[src/design/jtag_debug_consts.vh]
// Purpose: Constants for the debug and test port: TAP states, instructions, identification layout.
// Assumes: Included by the port design file by bare name.
// Notes: Definitions only.
`ifndef JTAG_DEBUG_CONSTS_VH
`define JTAG_DEBUG_CONSTS_VH

// ----------------------------------------------------------------
// TAP controller state codes
// ----------------------------------------------------------------
`define TAP_RESET 4'h0
`define TAP_IDLE 4'h1
`define TAP_SEL_DR 4'h2
`define TAP_CAP_DR 4'h3
`define TAP_SHIFT_DR 4'h4
`define TAP_EXIT1_DR 4'h5
`define TAP_PAUSE_DR 4'h6
`define TAP_EXIT2_DR 4'h7
`define TAP_UPD_DR 4'h8
`define TAP_SEL_IR 4'h9
`define TAP_CAP_IR 4'ha
`define TAP_SHIFT_IR 4'hb
`define TAP_EXIT1_IR 4'hc
`define TAP_PAUSE_IR 4'hd
`define TAP_EXIT2_IR 4'he
`define TAP_UPD_IR 4'hf

// ----------------------------------------------------------------
// Instruction register
// ----------------------------------------------------------------
`define IR_WIDTH 4
`define IR_CAPTURE 4'h1
`define INS_EXTEST 4'h0
`define INS_SAMPLE 4'h1
`define INS_SCAN_N 4'h2
`define INS_STM 4'h4
`define INS_COMM 4'h5
`define INS_DBG_SCAN 4'hc
`define INS_IDCODE 4'he
`define INS_BYPASS 4'hf

// ----------------------------------------------------------------
// Identification code field layout
// ----------------------------------------------------------------
`define ID_VER_MSB 31
`define ID_VER_LSB 28
`define ID_PART_MSB 27
`define ID_PART_LSB 12
`define ID_MFR_MSB 11
`define ID_MFR_LSB 1
`define ID_MARK_BIT 0

// ----------------------------------------------------------------
// Boundary chain and mode settling
// ----------------------------------------------------------------
`define BSR_LENGTH 160
`define CELL_IN 0
`define CELL_OUT 1
`define CELL_CTL 2
`define SCAN_CHAINS 3
`define MODE_SETTLE 3'h4

`endif

[src/design/pin_sync3.v]
// Purpose: Three-stage synchroniser with agreement filter and edge pulses for pin inputs.
// Assumes: Inputs are asynchronous to clk.
// Notes: A change is accepted once stages two and three agree.
module pin_sync3 #(
  parameter WIDTH = 1
) (
  input wire clk,
  input wire reset,
  input wire [WIDTH-1:0] pin,
  output reg [WIDTH-1:0] level_q,
  output reg [WIDTH-1:0] rise_q,
  output reg [WIDTH-1:0] fall_q
);

  reg [WIDTH-1:0] s1_q;
  reg [WIDTH-1:0] s2_q;
  reg [WIDTH-1:0] s3_q;
  wire [WIDTH-1:0] agree;
  wire [WIDTH-1:0] level_d;

  // The first stage feeds only the second, so no logic sees a metastable value.
  assign agree = ~(s2_q ^ s3_q);
  assign level_d = (agree & s3_q) | (~agree & level_q);

  // Stage chain, filtered level and one-cycle edge pulses.
  always @(posedge clk) begin
    if (reset) begin
      s1_q <= {WIDTH{1'b0}};
      s2_q <= {WIDTH{1'b0}};
      s3_q <= {WIDTH{1'b0}};
      level_q <= {WIDTH{1'b0}};
      rise_q <= {WIDTH{1'b0}};
      fall_q <= {WIDTH{1'b0}};
    end else begin
      s1_q <= pin;
      s2_q <= s1_q;
      s3_q <= s2_q;
      level_q <= level_d;
      rise_q <= level_d & ~level_q;
      fall_q <= ~level_d & level_q;
    end
  end

endmodule

[src/design/jtag_debug_test_port.v]
// Purpose: Debug and test access port: TAP, boundary scan, emulation chain access and comm channel.
// Assumes: clk is far faster than the test clock; processor-side signals are on clk.
// Notes: The mode is latched once after chip reset and never follows the pins afterwards.
//
// Functional notes
// - Scan-mode select low routes the test port to emulation debug logic.
// - Mode selection changes only through a chip reset.
// - Boundary scan needs both select pins high and three other pins low.
// - Boundary scan offers sample, external test and bypass.
// - Emulation mode returns the processor identification instead of the standard code.
// - The boundary chain is 160 bits long.
// - Each pad has output, input and direction cells.
// - Identification holds version, part number and manufacturer fields.
// - Standard identification bit zero always reads one; in emulation mode bit zero comes from CPU_ID.
// - Three processor scan chains are selected and shifted through the port.
// - Halt debug can insert a store-multiple instruction to export registers.
// - Monitor debug moves words between debugger and running monitor program.
// - Comm channel activity becomes processor interrupt sources.
// - System access through the emulation interface can be blocked.
`include "jtag_debug_consts.vh"

module jtag_debug_test_port #(
  parameter NUM_PADS = 53,
  parameter [3:0] ID_VERSION = 4'h3,    // Arbitrary value.
  parameter [15:0] ID_PART = 16'h1234,  // Arbitrary value.
  parameter [10:0] ID_MFR = 11'h0a5,    // Arbitrary value.
  parameter [31:0] CPU_ID = 32'h1000_0001  // Arbitrary value.
) (
  input wire clk,
  input wire reset,
  input wire tck,
  input wire tms,
  input wire tdi,
  output reg tdo_q,
  output reg tdo_oe_n_q,
  input wire test_mode_pin,
  input wire scan_mode_select_pin,
  input wire clock_input_pin,
  input wire wakeup_input_pin,
  input wire async_master_reset_pin,
  input wire [NUM_PADS-1:0] pad_in,
  input wire [NUM_PADS-1:0] core_out,
  input wire [NUM_PADS-1:0] core_oe,
  output reg [NUM_PADS-1:0] pad_out_q,
  output reg [NUM_PADS-1:0] pad_oe_n_q,
  output reg bscan_mode_q,
  output reg ice_mode_q,
  output reg [1:0] dbg_chain_sel_q,
  output reg dbg_capture_q,
  output reg dbg_shift_q,
  output reg dbg_update_q,
  output reg dbg_tdi_q,
  input wire dbg_tdo,
  input wire cpu_halted,
  output reg store_multiple_instruction_q,
  input wire [31:0] comm_to_dbg_data,
  input wire comm_to_dbg_valid,
  output reg comm_to_dbg_taken_q,
  output reg [31:0] comm_from_dbg_data_q,
  output reg comm_from_dbg_valid_q,
  input wire comm_from_dbg_ack,
  output reg comm_tx_irq_q,
  output reg comm_rx_irq_q,
  input wire ice_access_block
);

  localparam BSR_LEN = `BSR_LENGTH;

  // ----------------------------------------------------------------
  // Pin synchronisation
  // ----------------------------------------------------------------
  wire [7:0] pins_lvl;
  wire [7:0] pins_rise;
  wire [7:0] pins_fall;
  wire tck_rise = pins_rise[0];
  wire tck_fall = pins_fall[0];
  wire tms_s = pins_lvl[1];
  wire tdi_s = pins_lvl[2];
  wire tst_s = pins_lvl[3];
  wire sel_s = pins_lvl[4];
  wire clock_input_pin_s = pins_lvl[5];
  wire wup_s = pins_lvl[6];
  wire amr_s = pins_lvl[7];

  // Every test and mode pin, the test clock included, is oversampled by clk through three stages.
  pin_sync3 #(.WIDTH(8)) u_sync (
    .clk(clk),
    .reset(reset),
    .pin({async_master_reset_pin, wakeup_input_pin, clock_input_pin,
          scan_mode_select_pin, test_mode_pin, tdi, tms, tck}),
    .level_q(pins_lvl),
    .rise_q(pins_rise),
    .fall_q(pins_fall)
  );

  // ----------------------------------------------------------------
  // Helper functions
  // ----------------------------------------------------------------

  // Standard test access state machine, advanced on each test clock rise.
  function [3:0] tap_next;
    input [3:0] st;
    input m;
    begin
      case (st)
        `TAP_RESET: tap_next = m ? `TAP_RESET : `TAP_IDLE;
        `TAP_IDLE: tap_next = m ? `TAP_SEL_DR : `TAP_IDLE;
        `TAP_SEL_DR: tap_next = m ? `TAP_SEL_IR : `TAP_CAP_DR;
        `TAP_CAP_DR: tap_next = m ? `TAP_EXIT1_DR : `TAP_SHIFT_DR;
        `TAP_SHIFT_DR: tap_next = m ? `TAP_EXIT1_DR : `TAP_SHIFT_DR;
        `TAP_EXIT1_DR: tap_next = m ? `TAP_UPD_DR : `TAP_PAUSE_DR;
        `TAP_PAUSE_DR: tap_next = m ? `TAP_EXIT2_DR : `TAP_PAUSE_DR;
        `TAP_EXIT2_DR: tap_next = m ? `TAP_UPD_DR : `TAP_SHIFT_DR;
        `TAP_UPD_DR: tap_next = m ? `TAP_SEL_DR : `TAP_IDLE;
        `TAP_SEL_IR: tap_next = m ? `TAP_RESET : `TAP_CAP_IR;
        `TAP_CAP_IR: tap_next = m ? `TAP_EXIT1_IR : `TAP_SHIFT_IR;
        `TAP_SHIFT_IR: tap_next = m ? `TAP_EXIT1_IR : `TAP_SHIFT_IR;
        `TAP_EXIT1_IR: tap_next = m ? `TAP_UPD_IR : `TAP_PAUSE_IR;
        `TAP_PAUSE_IR: tap_next = m ? `TAP_EXIT2_IR : `TAP_PAUSE_IR;
        `TAP_EXIT2_IR: tap_next = m ? `TAP_UPD_IR : `TAP_SHIFT_IR;
        `TAP_UPD_IR: tap_next = m ? `TAP_SEL_DR : `TAP_IDLE;
        default: tap_next = `TAP_RESET;
      endcase
    end
  endfunction

  // Position of one cell of a pad in the boundary chain.
  function integer cell_idx;
    input integer pad;
    input integer kind;
    begin
      cell_idx = 3 * pad + kind;
    end
  endfunction

  // ----------------------------------------------------------------
  // Mode latch
  // ----------------------------------------------------------------
  reg [2:0] settle_q;
  reg mode_done_q;

  // The mode is sampled once the synchronisers have settled and is then frozen.
  // Freezing it keeps a live session from being torn away by a stray pin move.
  always @(posedge clk) begin
    if (reset) begin
      settle_q <= 3'h0;
      mode_done_q <= 1'b0;
      bscan_mode_q <= 1'b0;
      ice_mode_q <= 1'b0;
    end else if (!mode_done_q) begin
      if (settle_q == `MODE_SETTLE) begin
        mode_done_q <= 1'b1;
        bscan_mode_q <= tst_s & sel_s & ~clock_input_pin_s & ~wup_s & ~amr_s;
        ice_mode_q <= ~sel_s;
      end else begin
        settle_q <= settle_q + 3'h1;
      end
    end
  end

  // ----------------------------------------------------------------
  // Register selection
  // ----------------------------------------------------------------
  reg [3:0] tap_q;
  reg [3:0] ir_q;
  reg [3:0] ir_sr_q;
  reg [31:0] dr_sr_q;
  reg [1:0] sel_sr_q;
  reg bypass_q;
  reg [BSR_LEN-1:0] bsr_sr_q;
  reg [BSR_LEN-1:0] bsr_upd_q;
  reg [BSR_LEN-1:0] bsr_capture;
  reg tdo_d;
  integer i;
  integer j;

  // Any instruction not decoded for the current mode falls back to the bypass cell.
  wire sel_id = ir_q == `INS_IDCODE;
  wire sel_bsr = bscan_mode_q && (ir_q == `INS_EXTEST || ir_q == `INS_SAMPLE);
  wire sel_extest = bscan_mode_q && ir_q == `INS_EXTEST;
  wire sel_comm = ice_mode_q && ir_q == `INS_COMM && !ice_access_block;
  wire sel_scan = ice_mode_q && ir_q == `INS_SCAN_N;
  wire sel_dbg = ice_mode_q && ir_q == `INS_DBG_SCAN && !ice_access_block;
  wire [31:0] id_word = ice_mode_q ? CPU_ID : {ID_VERSION, ID_PART, ID_MFR, 1'b1};

  // Capture image: input, output and direction cell for every pad.
  always @* begin
    bsr_capture = {BSR_LEN{1'b0}};
    for (i = 0; i < NUM_PADS; i = i + 1) begin
      bsr_capture[cell_idx(i, `CELL_IN)] = pad_in[i];
      bsr_capture[cell_idx(i, `CELL_OUT)] = core_out[i];
      bsr_capture[cell_idx(i, `CELL_CTL)] = core_oe[i];
    end
  end

  // ----------------------------------------------------------------
  // TAP controller and shift paths
  // ----------------------------------------------------------------

  // All shift paths move together; only the selected one reaches the output.
  always @(posedge clk) begin
    if (reset) begin
      tap_q <= `TAP_RESET;
      ir_q <= `INS_IDCODE;
      ir_sr_q <= 4'h0;
      dr_sr_q <= 32'h0;
      sel_sr_q <= 2'h0;
      bypass_q <= 1'b0;
      bsr_sr_q <= {BSR_LEN{1'b0}};
      bsr_upd_q <= {BSR_LEN{1'b0}};
      dbg_chain_sel_q <= 2'h0;
      comm_from_dbg_data_q <= 32'h0;
    end else if (tck_rise) begin
      tap_q <= tap_next(tap_q, tms_s);
      case (tap_q)
        `TAP_RESET: begin
          ir_q <= `INS_IDCODE;
        end
        `TAP_CAP_IR: begin
          ir_sr_q <= `IR_CAPTURE;
        end
        `TAP_SHIFT_IR: begin
          ir_sr_q <= {tdi_s, ir_sr_q[3:1]};
        end
        `TAP_UPD_IR: begin
          ir_q <= ir_sr_q;
        end
        `TAP_CAP_DR: begin
          dr_sr_q <= sel_comm ? comm_to_dbg_data : id_word;
          sel_sr_q <= dbg_chain_sel_q;
          bypass_q <= 1'b0;
          bsr_sr_q <= bsr_capture;
        end
        `TAP_SHIFT_DR: begin
          dr_sr_q <= {tdi_s, dr_sr_q[31:1]};
          sel_sr_q <= {tdi_s, sel_sr_q[1]};
          bypass_q <= tdi_s;
          bsr_sr_q <= {tdi_s, bsr_sr_q[BSR_LEN-1:1]};
        end
        `TAP_UPD_DR: begin
          if (sel_bsr) begin
            bsr_upd_q <= bsr_sr_q;
          end
          if (sel_scan && sel_sr_q != 2'h3) begin
            dbg_chain_sel_q <= sel_sr_q;
          end
          if (sel_comm) begin
            comm_from_dbg_data_q <= dr_sr_q;
          end
        end
        default: begin
        end
      endcase
    end
  end

  // Output selection for the data pin.
  always @* begin
    tdo_d = bypass_q;
    if (tap_q == `TAP_SHIFT_IR) begin
      tdo_d = ir_sr_q[0];
    end else if (sel_bsr) begin
      tdo_d = bsr_sr_q[0];
    end else if (sel_scan) begin
      tdo_d = sel_sr_q[0];
    end else if (sel_dbg) begin
      tdo_d = dbg_tdo;
    end else if (sel_id || sel_comm) begin
      tdo_d = dr_sr_q[0];
    end
  end

  // The data pin moves only on a test clock fall, half a period before the tester samples.
  always @(posedge clk) begin
    if (reset) begin
      tdo_q <= 1'b0;
      tdo_oe_n_q <= 1'b1;
    end else if (tck_fall) begin
      tdo_q <= tdo_d;
      tdo_oe_n_q <= !(tap_q == `TAP_SHIFT_IR || tap_q == `TAP_SHIFT_DR);
    end
  end

  // ----------------------------------------------------------------
  // Pads
  // ----------------------------------------------------------------

  // External test drives the pads from the update cells; otherwise the core owns them.
  always @(posedge clk) begin
    if (reset) begin
      pad_out_q <= {NUM_PADS{1'b0}};
      pad_oe_n_q <= {NUM_PADS{1'b1}};
    end else begin
      for (j = 0; j < NUM_PADS; j = j + 1) begin
        if (sel_extest) begin
          pad_out_q[j] <= bsr_upd_q[cell_idx(j, `CELL_OUT)];
          pad_oe_n_q[j] <= ~bsr_upd_q[cell_idx(j, `CELL_CTL)];
        end else begin
          pad_out_q[j] <= core_out[j];
          pad_oe_n_q[j] <= ~core_oe[j];
        end
      end
    end
  end

  // ----------------------------------------------------------------
  // Processor debug hooks
  // ----------------------------------------------------------------

  // Strobes last one clk cycle each, so the processor side sees one per test clock.
  always @(posedge clk) begin
    if (reset) begin
      dbg_capture_q <= 1'b0;
      dbg_shift_q <= 1'b0;
      dbg_update_q <= 1'b0;
      dbg_tdi_q <= 1'b0;
      store_multiple_instruction_q <= 1'b0;
    end else begin
      dbg_capture_q <= tck_rise && sel_dbg && tap_q == `TAP_CAP_DR;
      dbg_shift_q <= tck_rise && sel_dbg && tap_q == `TAP_SHIFT_DR;
      dbg_update_q <= tck_rise && sel_dbg && tap_q == `TAP_UPD_DR;
      if (tck_rise) begin
        dbg_tdi_q <= tdi_s;
      end
      store_multiple_instruction_q <= tck_rise && tap_q == `TAP_UPD_IR && ir_sr_q == `INS_STM &&
                                      ice_mode_q && cpu_halted && !ice_access_block;
    end
  end

  // Comm channel: a new word from the debugger wins over a same-cycle acknowledge.
  always @(posedge clk) begin
    if (reset) begin
      comm_to_dbg_taken_q <= 1'b0;
      comm_from_dbg_valid_q <= 1'b0;
      comm_tx_irq_q <= 1'b0;
      comm_rx_irq_q <= 1'b0;
    end else begin
      comm_to_dbg_taken_q <= tck_rise && sel_comm && tap_q == `TAP_CAP_DR && comm_to_dbg_valid;
      if (tck_rise && sel_comm && tap_q == `TAP_UPD_DR) begin
        comm_from_dbg_valid_q <= 1'b1;
      end else if (comm_from_dbg_ack) begin
        comm_from_dbg_valid_q <= 1'b0;
      end
      comm_tx_irq_q <= ice_mode_q && !comm_to_dbg_valid;
      comm_rx_irq_q <= comm_from_dbg_valid_q;
    end
  end

endmodule

[config.mk]
export PLATFORM = sky130hd
export DESIGN_NAME = jtag_debug_test_port
export DESIGN_NICKNAME = d
export VERILOG_FILES = /design/src/design/pin_sync3.v /design/src/design/jtag_debug_test_port.v
export VERILOG_INCLUDE_DIRS = /design/src /design/src/design
export SDC_FILE = /design/constraint.sdc
export NUM_CORES = 1
export LEC_CHECK = 0
export ABC_AREA = 1
export BUFFER_PORTS_ARGS = -buffer_cell sky130_fd_sc_hd__buf_2
export CAP_MARGIN = 20
export CORE_MARGIN = 3
export CORE_UTILIZATION = 40
export CTS_CLUSTER_SIZE = 25
export DETAILED_ROUTE_END_ITERATION = 10
export PLACE_DENSITY = 0.7
export SYNTH_ARGS = -nofsm -noshare
export SYNTH_HDL_FRONTEND = slang
export SYNTH_SLANG_ARGS = --single-unit
[constraint.sdc]
create_clock -name clk -period 4 [get_ports clk]
set_clock_uncertainty 0.15 [all_clocks]
set_input_delay 0.2 -clock clk [delete_from_list [all_inputs] [get_ports clk]]
set_output_delay 0.2 -clock clk [all_outputs]
set_load 0.02 [all_outputs]
==> results.py <==
metrics = {
    "clock_tree": {
        "postCtsSetupRepairBufs": 0,
        "h-tree-depth": 2,
        "root_buffer": "clkbuf_16",
        "numCtsBuffers": 52,
        "clock_sinks": 503,
        "path_clk_slew_ns": 0.06,
        "clk_latency_ns": 0.59,
        "clockBufferDepth": 3,
        "tritoncts": "built",
    },
    "worst_setup_path": {
        "r2r_slack_ns": 0.98,
        "ff2ff_path_depth": 9,
        "path_class": "reg2reg",
        "worst_setup_path_start_kind": "register",
        "crit_start": "ir_q[2]$_SDFFE_PP1P_",
        "r2r_end": "pad_oe_n_q[40]$_SDFF_PP1_",
        "endpoint_kind": "register",
        "required_ns": 4.38,
        "r2r-start": "ir_q[2]$_SDFFE_PP1P_",
        "worstPathMaxFanout": 48,
        "cp.arrival_ns": 3.40,
        "cp-endpoint": "pad_oe_n_q[40]$_SDFF_PP1_",
    },
    "die": {
        "die-area_um2": 49800,
        "core.rowCount": 78,
        "chipHeight_um": 223,
        "ios": 359,
        "core_um2": 46000,
        "die_w_um": 223,
        "initial_core_util_pct": 41.0,
    },
    "synthesis": {
        "yosysMostFrequentCell": "nor2_1",
        "synth_nets": 2664,
        "netlist_instances": 2456,
        "synth_edf_count": 0,
        "synth_area_um2": 18900,
        "yosys.area.top_type": "dfxtp_1",
        "synth.distinct_cells": 32,
        "syn_area_per_cell_um2": 7.68,
        "netlist_top_cells_count": "nor2_1, dfxtp_1, nand2_1, o21ai_0, a31oi_1",
        "synthTopCellsByArea": "dfxtp_1, nor2_1, o21ai_0, nand2_1, a31oi_1",
        "async_reset_ff_share_pct": 0,
        "yosys.area.top_type_share_pct": 53.4,
        "yosys_register_bits": 503,
        "synth_ff_type": "dfxtp_1",
        "ys_seq_area_share_pct": 53.4,
        "ys.warnings.count": 0,
    },
    "final_layout": {
        "nets": 3121,
        "drive_above_1_share_pct": 16.3,
        "fill_cells": 4163,
        "syn_to_final_growth_pct": 30.8,
        "fin_util_pct": 53.7,
    },
    "route": {
        "drt-total-wl_mm": 58.0,
        "drtIter0Drc": 1570,
        "routed-wl-met3_mm": 4.65,
        "first_pass_iters": 8,
        "vias_per_cell": 5.30,
        "wl_met2_mm": 27.0,
        "final_antenna_net_count": 0,
        "wl_per_cell_um": 16.3,
        "wl_met1_mm": 24.2,
        "vias": 18846,
        "top_layer": "met5",
        "drc_errors": 0,
    },
    "place": {
        "pre_cts_ws_ns": 1.46,
        "gp_congestion": 0.896,
        "dp_hpwl_mm": 33.2,
        "io_buffers": 358,
    },
    "global_routing": {
        "antenna_found_initial": 5,
        "grt-ovfl-total": 0,
        "grt_pass1_vias": 18323,
        "grt_use_total_pct": 22.4,
        "grt_first_pass_wirelength_mm": 93.4,
        "grt_max_degree": 184,
    },
    "power_and_ir_drop": {
        "ir_drop_mv": 0.426,
        "power_density_nw_per_um2": 431,
        "power.total_uw": 10600,
        "p_leak_uw": 0.0113,
    },
    "timing": {
        "timing.final.crit_period_ns": 3.02,
        "totalNegativeSetupSlack_ns": 0,
        "worst_slack_ns": 0.976,
        "max_slew_margin_pct": 22.4,
        "fmax_mhz": 331,
        "hold_viol_final": 0,
        "slew_viol_final": 0,
        "tightest_slew_ns": 1.16,
        "fin_crit_sh_pct": 75.6,
        "setup_viol": 0,
        "rsz0062_at_grt": "no",
    },
    "job": {
        "drv_cap": 0,
    },
    "outcome": {
        "status": "complete, no violations",
    },
    "min_path": {
        "worst_hold_path_type": "in2reg",
    },
}
per-layer routing:
metal / GRT usage, % / up-vias
li1: - / 9086
met1: 28.3 / 8751
met2: 37.2 / 830
met3: 4.84 / 177
met4: 8.98 / 2
met5: 0 / -
stage by stage:
stage / cell area [um2] / cells / hold slack, ns
after floorplan: 18900 / 2456 / 0.129
after global placement: 20800 / 3246 / 0.241
after detailed placement: 20800 / 3246 / 0.242
after CTS: 24600 / 3550 / 0.000228
after global routing: 24700 / 3554 / 0.0199
final: 24700 / 3555 / 0.0255
registers in the layout (all words and copies together), names as in the netlist, 3 cells and up, named ones only:
name,cells
comm_from_dbg_data_q,32
bsr_upd_q,106
pad_oe_n_q,53
ir_q,4
u_sync.s1_q,8
bsr_sr_q,159
tap_q,4
ir_sr_q,4
u_sync.s3_q,8
u_sync.s2_q,8
settle_q,3
pad_out_q,53
dr_sr_q,32
cells in the final DEF, fill, tap and decap left out, types with 2 or more instances in the layout:
cell type and count:
nor2_1 536, dfxtp_1 503, nand2_1 387, buf_2 357, o21ai_0 345, dlygate4sd3_1 212, a31oi_1 161, o21ai_1 125
inv_1 61, a21oi_1 61, clkbuf_16 53, a22oi_1 19, buf_4 17, clkbuf_8 15, nand3_1 13, clkbuf_1 13
o22ai_1 7, nor3_1 7, nor2_2 6, clkinv_2 6, buf_12 6, inv_2 5, nand4_1 5, diode_2 4
nor4_1 4, inv_6 3, a211oi_1 3, o31ai_1 3, nor2_8 2, inv_4 2, nor2_4 2, ha_1 2
bufinv_16 2
kinds of logic (layout without fill, tap and decap cells):
| group | count (synthesis) | after routing | share of synthesized area (%) |
|---|---|---|---|
| adder cells (fa/ha/maj) | 2 | 2 | 0.133 |
| buffers and inverters | 261 | 756 | 5.91 |
| AND/OR/NAND/NOR | 965 | 965 | 19.8 |
| AO/OA/AOI/OAI | 725 | 725 | 20.7 |
| other | 0 | 4 | 0 |
| flip-flops | 503 | 503 | 53.4 |
critical path, stage by stage (launching register included):
cell and delay (ns):
dfxtp_1 0.33, nor2_1 0.20, nand3_2 0.22, nor2_4 0.66
inv_4 0.03, buf_4 0.35, nor2_1 0.24, nor2_1 0.07
o21ai_1 0.11, dlygate4sd3_1 0.56
worst min path at each step:
stage                              start                   endpoint  slack [ns]  cells after the start
3_5_place_dp   u_sync.s1_q[0]$_SDFF_PP0_  u_sync.s2_q[0]$_SDFF_PP0_        0.24                      2
6_report                           reset  pad_oe_n_q[30]$_SDFF_PP1_        0.03                      3
4_1_cts                            reset  pad_oe_n_q[24]$_SDFF_PP1_      0.0002                      3
2_1_floorplan          comm_to_dbg_valid   comm_tx_irq_q$_SDFF_PP0_        0.13                      1
3_3_place_gp   u_sync.s1_q[1]$_SDFF_PP0_  u_sync.s2_q[1]$_SDFF_PP0_        0.24                      2
5_1_grt                            reset  pad_oe_n_q[30]$_SDFF_PP1_        0.02                      3
power by group:
| part | internal [uW] | switching [uW] |
|---|---|---|
| logic | 322 | 359 |
| clock network | 2830 | 1990 |
| registers | 5090 | 33.6 |
| total | 8240 | 2380 |
what timing repair did:
item	in CTS	in global routing
hold buffers	212	0
endpoints found under the hold margin	312	0
resized for setup	0	0
final cells by class:
type / count / area [um2] / share of cell area (%)
timing repair buffer: 593 / 4180 / 17.0
multi-input combinational: 1692 / 7670 / 31.1
sequential: 503 / 10100 / 40.8
tap: 600 / 751 / 3.04
inverter: 71 / 284 / 1.15
clock buffer: 81 / 1580 / 6.41
clock inverter: 11 / 115 / 0.467
antenna: 4 / 10.0 / 0.0406
Note: power is estimated with default switching activity, not from simulation.
